--- src/pkg/cfg_mode_pkg.sv ---
`default_nettype none
package cfg_mode_pkg;

    // ========================================================================
    // configuration scheme select codes
    // ========================================================================
    localparam logic [1:0] SCHEME_CONFIG_DEVICE        = 2'h0;
    localparam logic [1:0] SCHEME_PASSIVE_SERIAL       = 2'h1;
    localparam logic [1:0] SCHEME_PASSIVE_SERIAL_ASYNC = 2'h2;

    // ========================================================================
    // mode sequencer states
    // ========================================================================
    typedef enum logic [2:0] {
        ST_WAIT  = 3'h0,
        ST_LOAD  = 3'h1,
        ST_DRAIN = 3'h2,
        ST_INIT  = 3'h3,
        ST_USER  = 3'h4,
        ST_FAIL  = 3'h5
    } mode_state_t;

    // ========================================================================
    // timing
    // ========================================================================
    localparam int CLK_MHZ            = 250;
    localparam int RECONFIG_MAX_MS    = 100;
    // longest time in CLK cycles: exact product, nothing rounds
    localparam int RECONFIG_MAX_CYCLES = RECONFIG_MAX_MS * 1000 * CLK_MHZ;
    localparam int WDOG_W             = 32;

    // ========================================================================
    // structural defaults
    // ========================================================================
    localparam int DATA_W_DEFAULT      = 8;
    localparam int CFG_WORDS_DEFAULT   = 16;
    localparam int INIT_CYCLES_DEFAULT = 16;
    localparam int DCLK_HALF_DEFAULT   = 4;

    // ========================================================================
    // reset values of the non-zero outputs and synchronisers
    // ========================================================================
    localparam logic USER_RESET_RST  = 1'h1;
    localparam logic CHAIN_OUT_N_RST = 1'h1;
    localparam logic RECONFIG_N_RST  = 1'h1;

endpackage

`default_nettype wire

--- src/logic/sram_config_mode_control.sv ---
`timescale 1ns/1ns
`default_nettype none

module sram_config_mode_control #(
    parameter int DATA_W              = cfg_mode_pkg::DATA_W_DEFAULT,
    parameter int CFG_WORDS           = cfg_mode_pkg::CFG_WORDS_DEFAULT,
    parameter int INIT_CYCLES         = cfg_mode_pkg::INIT_CYCLES_DEFAULT,
    parameter int DCLK_HALF           = cfg_mode_pkg::DCLK_HALF_DEFAULT,
    parameter int RECONFIG_MAX_CYCLES = cfg_mode_pkg::RECONFIG_MAX_CYCLES
) (
    // clock and reset
    input  wire logic              CLK,
    input  wire logic              RST,
    // device pins
    input  wire logic              RECONFIG_N,
    input  wire logic              CHAIN_ENABLE_IN_N,
    output logic                   CHAIN_ENABLE_OUT_N,
    input  wire logic [1:0]        SCHEME_SEL,
    // serial configuration link
    input  wire logic              DCLK_IN,
    input  wire logic              DATA_STROBE,
    input  wire logic              DATA_IN,
    output logic                   DCLK_OUT,
    // configuration memory write port
    output logic                   CFG_WR_VALID,
    output logic [DATA_W-1:0]      CFG_WR_DATA,
    input  wire logic              CFG_WR_READY,
    // mode and status
    output logic                   CONF_DONE,
    output logic                   USER_MODE,
    output logic                   USER_START,
    output logic                   USER_RESET,
    output logic                   IO_OE,
    output logic                   CONFIG_ERROR,
    output logic                   OVERRUN
);

    localparam int BIT_W  = (DATA_W > 1) ? $clog2(DATA_W) : 1;
    localparam int WORD_W = $clog2(CFG_WORDS + 1);
    localparam int INIT_W = $clog2(INIT_CYCLES + 1);
    localparam int DIV_W  = $clog2(DCLK_HALF + 1);
    localparam int WD_W   = cfg_mode_pkg::WDOG_W;

    localparam logic [BIT_W-1:0]  BIT_LAST  = BIT_W'(DATA_W - 1);
    localparam logic [WORD_W-1:0] WORD_LAST = WORD_W'(CFG_WORDS - 1);
    localparam logic [INIT_W-1:0] INIT_LAST = INIT_W'(INIT_CYCLES - 1);
    localparam logic [DIV_W-1:0]  DIV_LAST  = DIV_W'(DCLK_HALF - 1);
    localparam logic [WD_W-1:0]   WD_LAST   = WD_W'(RECONFIG_MAX_CYCLES - 1);

    typedef struct packed {
        cfg_mode_pkg::mode_state_t state;
        logic [1:0]                scheme;
        // synchronisers
        logic                      rc_s1;
        logic                      rc_s2;
        logic                      ce_s1;
        logic                      ce_s2;
        logic [1:0]                sel_s1;
        logic [1:0]                sel_s2;
        logic                      dclk_s1;
        logic                      dclk_s2;
        logic                      dclk_s3;
        logic                      strb_s1;
        logic                      strb_s2;
        logic                      strb_s3;
        logic                      data_s1;
        logic                      data_s2;
        // deserialiser and divider
        logic [DATA_W-1:0]         shift;
        logic [BIT_W-1:0]          bit_cnt;
        logic [WORD_W-1:0]         word_cnt;
        logic [DIV_W-1:0]          div_cnt;
        logic                      dclk_out;
        // two-entry buffer
        logic [DATA_W-1:0]         head;
        logic                      head_v;
        logic [DATA_W-1:0]         tail;
        logic                      tail_v;
        // sequencing
        logic [INIT_W-1:0]         init_cnt;
        logic [WD_W-1:0]           wdog;
        logic                      chain_out_n;
        logic                      conf_done;
        logic                      user_mode;
        logic                      user_start;
        logic                      user_reset;
        logic                      io_oe;
        logic                      error;
        logic                      overrun;
    } state_t;

    state_t q_ff;
    state_t nxt_q;

    // ========================================================================
    // next state
    // ========================================================================
    always_comb begin
        logic              loading;
        logic              bit_take;
        logic              word_done;
        logic              push;
        logic              pop;
        logic [DATA_W-1:0] word;

        nxt_q = q_ff;
        loading = 1'b0;
        bit_take = 1'b0;
        word_done = 1'b0;
        push = 1'b0;
        pop = 1'b0;
        word = {q_ff.shift[DATA_W-2:0], q_ff.data_s2};

        nxt_q.rc_s1   = RECONFIG_N;
        nxt_q.rc_s2   = q_ff.rc_s1;
        nxt_q.ce_s1   = CHAIN_ENABLE_IN_N;
        nxt_q.ce_s2   = q_ff.ce_s1;
        nxt_q.sel_s1  = SCHEME_SEL;
        nxt_q.sel_s2  = q_ff.sel_s1;
        nxt_q.dclk_s1 = DCLK_IN;
        nxt_q.dclk_s2 = q_ff.dclk_s1;
        nxt_q.dclk_s3 = q_ff.dclk_s2;
        nxt_q.strb_s1 = DATA_STROBE;
        nxt_q.strb_s2 = q_ff.strb_s1;
        nxt_q.strb_s3 = q_ff.strb_s2;
        nxt_q.data_s1 = DATA_IN;
        nxt_q.data_s2 = q_ff.data_s1;
        nxt_q.user_start = 1'b0;

        // bits are taken only while this device holds the chain enable
        loading = q_ff.state == cfg_mode_pkg::ST_LOAD && !q_ff.ce_s2;

        // scheme-specific bit sampling
        case (q_ff.scheme)
            cfg_mode_pkg::SCHEME_PASSIVE_SERIAL: begin
                bit_take = loading && q_ff.dclk_s2 && !q_ff.dclk_s3;
            end
            cfg_mode_pkg::SCHEME_PASSIVE_SERIAL_ASYNC: begin
                bit_take = loading && q_ff.strb_s2 && !q_ff.strb_s3;
            end
            default: begin
                // own clock halts while the buffer is full: no word lost
                if (loading && !q_ff.tail_v) begin
                    if (q_ff.div_cnt == DIV_LAST) begin
                        nxt_q.div_cnt  = '0;
                        nxt_q.dclk_out = !q_ff.dclk_out;
                        // sample at the falling edge, data settled by then
                        bit_take = q_ff.dclk_out;
                    end else begin
                        nxt_q.div_cnt = q_ff.div_cnt + DIV_W'(1);
                    end
                end
            end
        endcase

        if (bit_take) begin
            nxt_q.shift = word;
            if (q_ff.bit_cnt == BIT_LAST) begin
                nxt_q.bit_cnt = '0;
                word_done = 1'b1;
            end else begin
                nxt_q.bit_cnt = q_ff.bit_cnt + BIT_W'(1);
            end
        end

        // a passive source cannot be stalled: a full buffer drops the word
        push = word_done && !q_ff.tail_v;
        if (word_done && q_ff.tail_v) begin
            nxt_q.overrun = 1'b1;
        end

        // ====================================================================
        // two-entry buffer: pop first, then push
        // ====================================================================
        pop = q_ff.head_v && CFG_WR_READY;
        if (pop) begin
            if (q_ff.tail_v) begin
                nxt_q.head   = q_ff.tail;
                nxt_q.tail_v = 1'b0;
            end else begin
                nxt_q.head_v = 1'b0;
            end
        end
        if (push) begin
            if (!nxt_q.head_v) begin
                nxt_q.head   = word;
                nxt_q.head_v = 1'b1;
            end else begin
                nxt_q.tail   = word;
                nxt_q.tail_v = 1'b1;
            end
        end

        // ====================================================================
        // mode sequencer
        // ====================================================================
        case (q_ff.state)
            cfg_mode_pkg::ST_WAIT: begin
                // command mode after power-up: a full load is required
                if (!q_ff.ce_s2) begin
                    nxt_q.state  = cfg_mode_pkg::ST_LOAD;
                    nxt_q.scheme = q_ff.sel_s2;
                    nxt_q.wdog   = '0;
                end
            end
            cfg_mode_pkg::ST_LOAD: begin
                if (push) begin
                    nxt_q.word_cnt = q_ff.word_cnt + WORD_W'(1);
                    if (q_ff.word_cnt == WORD_LAST) begin
                        nxt_q.state = cfg_mode_pkg::ST_DRAIN;
                    end
                end
            end
            cfg_mode_pkg::ST_DRAIN: begin
                if (!q_ff.head_v && !q_ff.tail_v) begin
                    nxt_q.state       = cfg_mode_pkg::ST_INIT;
                    nxt_q.init_cnt    = '0;
                    nxt_q.conf_done   = 1'b1;
                    nxt_q.chain_out_n = 1'b0;
                end
            end
            cfg_mode_pkg::ST_INIT: begin
                // user registers stay cleared until the count ends
                if (q_ff.init_cnt == INIT_LAST) begin
                    nxt_q.state      = cfg_mode_pkg::ST_USER;
                    nxt_q.user_reset = 1'b0;
                    nxt_q.io_oe      = 1'b1;
                    nxt_q.user_mode  = 1'b1;
                    nxt_q.user_start = 1'b1;
                end else begin
                    nxt_q.init_cnt = q_ff.init_cnt + INIT_W'(1);
                end
            end
            cfg_mode_pkg::ST_USER: begin
            end
            cfg_mode_pkg::ST_FAIL: begin
            end
            default: begin
                nxt_q.state = cfg_mode_pkg::ST_WAIT;
            end
        endcase

        // load-to-user bound; a stuck load ends in a held failure
        if (q_ff.state == cfg_mode_pkg::ST_LOAD ||
            q_ff.state == cfg_mode_pkg::ST_DRAIN ||
            q_ff.state == cfg_mode_pkg::ST_INIT) begin
            if (q_ff.wdog == WD_LAST) begin
                nxt_q.state = cfg_mode_pkg::ST_FAIL;
                nxt_q.error = 1'b1;
                nxt_q.user_start = 1'b0;
                nxt_q.user_mode  = 1'b0;
                nxt_q.user_reset = 1'b1;
                nxt_q.io_oe      = 1'b0;
            end else begin
                nxt_q.wdog = q_ff.wdog + WD_W'(1);
            end
        end

        // pin-forced command mode overrides everything
        if (!q_ff.rc_s2) begin
            nxt_q.state       = cfg_mode_pkg::ST_WAIT;
            nxt_q.bit_cnt     = '0;
            nxt_q.word_cnt    = '0;
            nxt_q.div_cnt     = '0;
            nxt_q.dclk_out    = 1'b0;
            nxt_q.head_v      = 1'b0;
            nxt_q.tail_v      = 1'b0;
            nxt_q.init_cnt    = '0;
            nxt_q.wdog        = '0;
            nxt_q.chain_out_n = 1'b1;
            nxt_q.conf_done   = 1'b0;
            nxt_q.user_mode   = 1'b0;
            nxt_q.user_start  = 1'b0;
            nxt_q.user_reset  = 1'b1;
            nxt_q.io_oe       = 1'b0;
            nxt_q.error       = 1'b0;
            nxt_q.overrun     = 1'b0;
        end
    end

    // ========================================================================
    // state register
    // ========================================================================
    always_ff @(posedge CLK) begin
        if (RST) begin
            q_ff             <= '0;
            q_ff.rc_s1       <= cfg_mode_pkg::RECONFIG_N_RST;
            q_ff.rc_s2       <= cfg_mode_pkg::RECONFIG_N_RST;
            q_ff.ce_s1       <= cfg_mode_pkg::CHAIN_OUT_N_RST;
            q_ff.ce_s2       <= cfg_mode_pkg::CHAIN_OUT_N_RST;
            q_ff.user_reset  <= cfg_mode_pkg::USER_RESET_RST;
            q_ff.chain_out_n <= cfg_mode_pkg::CHAIN_OUT_N_RST;
        end else begin
            q_ff <= nxt_q;
        end
    end

    // ========================================================================
    // outputs
    // ========================================================================
    assign CHAIN_ENABLE_OUT_N = q_ff.chain_out_n;
    assign DCLK_OUT           = q_ff.dclk_out;
    assign CFG_WR_VALID       = q_ff.head_v;
    assign CFG_WR_DATA        = q_ff.head;
    assign CONF_DONE          = q_ff.conf_done;
    assign USER_MODE          = q_ff.user_mode;
    assign USER_START         = q_ff.user_start;
    assign USER_RESET         = q_ff.user_reset;
    assign IO_OE              = q_ff.io_oe;
    assign CONFIG_ERROR       = q_ff.error;
    assign OVERRUN            = q_ff.overrun;

endmodule // sram_config_mode_control

`default_nettype wire

--- config.mk ---
export PLATFORM = sky130hd
export DESIGN_NAME = sram_config_mode_control
export DESIGN_NICKNAME = d
export VERILOG_FILES = /design/src/pkg/cfg_mode_pkg.sv /design/src/logic/sram_config_mode_control.sv
export SDC_FILE = /design/constraint.sdc
export NUM_CORES = 1
export LEC_CHECK = 0
export BUFFER_PORTS_ARGS = -buffer_cell sky130_fd_sc_hd__buf_2
export CAP_MARGIN = 25
export CORE_ASPECT_RATIO = 1.5
export CORE_MARGIN = 2
export CORE_UTILIZATION = 50
export DETAILED_ROUTE_END_ITERATION = 12
export PLACE_DENSITY = 0.79
export SYNTH_ARGS = -nofsm -noshare
export SYNTH_HDL_FRONTEND = slang
export SYNTH_SLANG_ARGS = --single-unit
--- constraint.sdc ---
create_clock -name CLK -period 5.3 [get_ports CLK]
set_input_delay 1.06 -clock CLK [delete_from_list [all_inputs] [get_ports CLK]]
set_output_delay 1.06 -clock CLK [all_outputs]
set_load 0.01 [all_outputs]
==> results.py <==
metrics = {
    "status": {
        "status": "completed",
    },
    "drt": {
        "routed_via_density": 5.93,
        "first_pass_iters": 6,
        "vias": 3782,
        "final_antenna_net_count": 0,
        "routedWlPerCell_um": 15.1,
        "drt_iter0_drc": 302,
        "routed_wl_mm": 9.65,
        "route.detailed.drc": 0,
    },
    "floorplanning": {
        "fp.dieH_um": 122,
        "coreArea_um2": 9150,
        "rows": 43,
        "die_w_um": 82.6,
        "initial_utilization_pct": 50.7,
        "die_area_um2": 10100,
        "io_pins": 28,
    },
    "worst_setup_path": {
        "critPathKind": "in2reg",
        "crit_start": "RST",
        "r2r-end": "q_ff[35]",
        "cp_max_fo": 43,
        "ff2ff_path_depth": 6,
        "required_ps": 5580,
        "cp-end-kind": "flop",
        "ff2ff_setup_slack_ps": 2510,
        "start_kind": "input pin",
        "critPathCapture": "q_ff[19]",
        "arrival_ps": 3290,
        "reg2reg_from": "q_ff[101]",
    },
    "global_routing": {
        "grt_pass1_wl_mm": 16.2,
        "grt_start_max_net_pins": 44,
        "grt_pass1_vias": 3598,
        "antenna_found_initial": 0,
        "grt_usage_pct": 20.7,
        "overflow": 0,
    },
    "timing": {
        "hold_violations": 0,
        "finalSetupTns_ps": 0,
        "rsz0062_at_grt": "no",
        "fin_crit_sh_pct": 56.9,
        "slew_headroom_pct": 32.2,
        "max_freq_mhz": 332,
        "slew_violations": 0,
        "fin_crit_ps": 3020,
        "clock_skew_ps": 9.02,
        "setup_viol": 0,
        "worst_pin_slew_ps": 1020,
    },
    "power_and_ir_drop": {
        "power.total_mw": 1.44,
        "p_per_area_nw_per_um2": 285,
        "p_leak_nw": 2.13,
        "vdd_drop_max_v": 0.000217,
    },
    "hold_path": {
        "worstHoldPathType": "reg2reg",
    },
    "clock_tree": {
        "cts_htree_levels": 3,
        "cts-root-buf": "clkbuf_16",
        "cts_max_path_buffers": 2,
        "clock_latency_ps": 350,
        "clk_pin_slew_ps": 70,
        "cts_buffers": 9,
        "hold_buffers": 0,
        "post-cts-setup-buffers": 0,
        "cts_tree": "built",
        "cts-resized-gates": 0,
        "cts_sinks": 103,
    },
    "synth": {
        "ys_top_cells_by_area": "dfxtp_1, mux2i_1, nor2_1",
        "synth_edf_count": 0,
        "synth_top_cell_by_area": "dfxtp_1",
        "ys_top_cells_by_count": "dfxtp_1, nor2_1, nand2_1",
        "synth.yosys.seq_area_share_pct": 44.5,
        "postSynthAreaPerCell_um2": 9.04,
        "ys_ff_latch": 103,
        "yosys_warnings": 0,
        "ys.flop_type": "dfxtp_1",
        "ys_types": 59,
        "yosys.area.top_type_share_pct": 44.5,
        "async_flop_share_pct": 0,
        "synth_nets": 533,
        "synth.most_common_cell": "dfxtp_1",
        "synth_area_um2": 4640,
        "synth_cells": 513,
    },
    "flow_run": {
        "maxCapViolCount": 0,
    },
    "place": {
        "dp_hpwl_mm": 6.66,
        "gp_congestion": 0.881,
        "numPortBuffers": 27,
        "dpl_cell_area_um2": 4780,
    },
    "layout": {
        "antennaDiodeCount": 0,
        "area_growth_pct": 8.99,
        "layout-drive-gt1-share_pct": 13.3,
        "fin_nets": 541,
        "finalInstanceArea_um2": 5050,
    },
}
==> final cells by class <==
cell class	instances	area, µm²
sequential	103	2060
fill	806	4090
clock inverter	6	36.3
tap	112	140
multi-input combinational	362	2360
timing repair buffer	31	165
inverter	14	52.6
clock buffer	10	239
==> sequential cells by signal, indices dropped and copies added (netlist names) <==
name and flops:
USER_MODE 1, CFG_WR_DATA 8, CONFIG_ERROR 1, USER_START 1
CHAIN_ENABLE_OUT_N 1, USER_RESET 1, OVERRUN 1, DCLK_OUT 1
nxt_q 9, q_ff 76, IO_OE 1, CFG_WR_VALID 1
CONF_DONE 1
==> how the worst min path moves through the flow <==
stage	startpoint	to	slack, ps	depth (start not counted)
floorplan	nxt_q[95]	q_ff[95]	390	1
global placement	nxt_q[95]	q_ff[95]	400	1
detailed placement	nxt_q[95]	q_ff[95]	410	1
CTS	nxt_q[95]	q_ff[95]	420	1
global route	nxt_q[95]	q_ff[95]	440	1
finish	nxt_q[95]	q_ff[95]	410	1
==> critical path: stages <==
cell and delay, ps:
buf_2 320, nand2b_1 720, nor2_1 830, o311ai_0 250
o21ai_0 110
==> logic make-up (layout without fill, tap and decap cells) <==
logic type / count (synthesis) / count (layout) / share of synthesized area, %
buffers and inverters: 48 / 61 / 4.78
xor gates and xnor gates: 8 / 8 / 1.51
adders and majority gates: 10 / 10 / 2.70
muxes: 34 / 34 / 7.45
DFF: 103 / 103 / 44.5
AOI/OAI and AO/OA: 72 / 72 / 10.7
and+or+nand+nor: 238 / 238 / 28.4
==> layout by cell type (no fill, tap or decap), types with 8 or more instances in the layout <==
master,count
clkbuf_16,9
ha_1,10
nand3_1,18
inv_1,14
a211oi_1,10
nor2b_1,14
nand2_1,40
nand4_1,18
nor3_1,9
dfxtp_1,103
buf_2,27
nor4_1,10
nor2_1,63
mux2i_1,30
or4_1,8
and3_1,15
a21oi_1,18
o21a_1,9
o21ai_0,9
==> through the flow <==
stage / utilization (%) / hold WS (ps) / setup slack (ps) / std cells
6_report: 55.2 / 413 / 2280 / 638
5_1_grt: 55.2 / 438 / 2010 / 638
4_1_cts: 55.2 / 422 / 2270 / 638
3_5_place_dp: 52.2 / 406 / 1900 / 622
3_3_place_gp: 52.2 / 396 / 1920 / 622
2_1_floorplan: - / 389 / 3010 / 513
==> where the power goes <==
group	total, mW	internal [mW]	switching (mW)
clock	0.611	0.328	0.282
combinational	0.0451	0.0127	0.0324
sequential	0.783	0.780	0.00345
total	1.44	1.12	0.318
==> layer usage <==
metal | track usage [%] | part of all wire [%] | wire length, µm
met3 | 4.37 | 4.5 | 432
met2 | 36.2 | 52 | 5050
met4 | 9.73 | 3.1 | 300
met5 | 0 | 0 | 0
met1 | 23.5 | 40 | 3860
(Power assumes the default switching activity.)
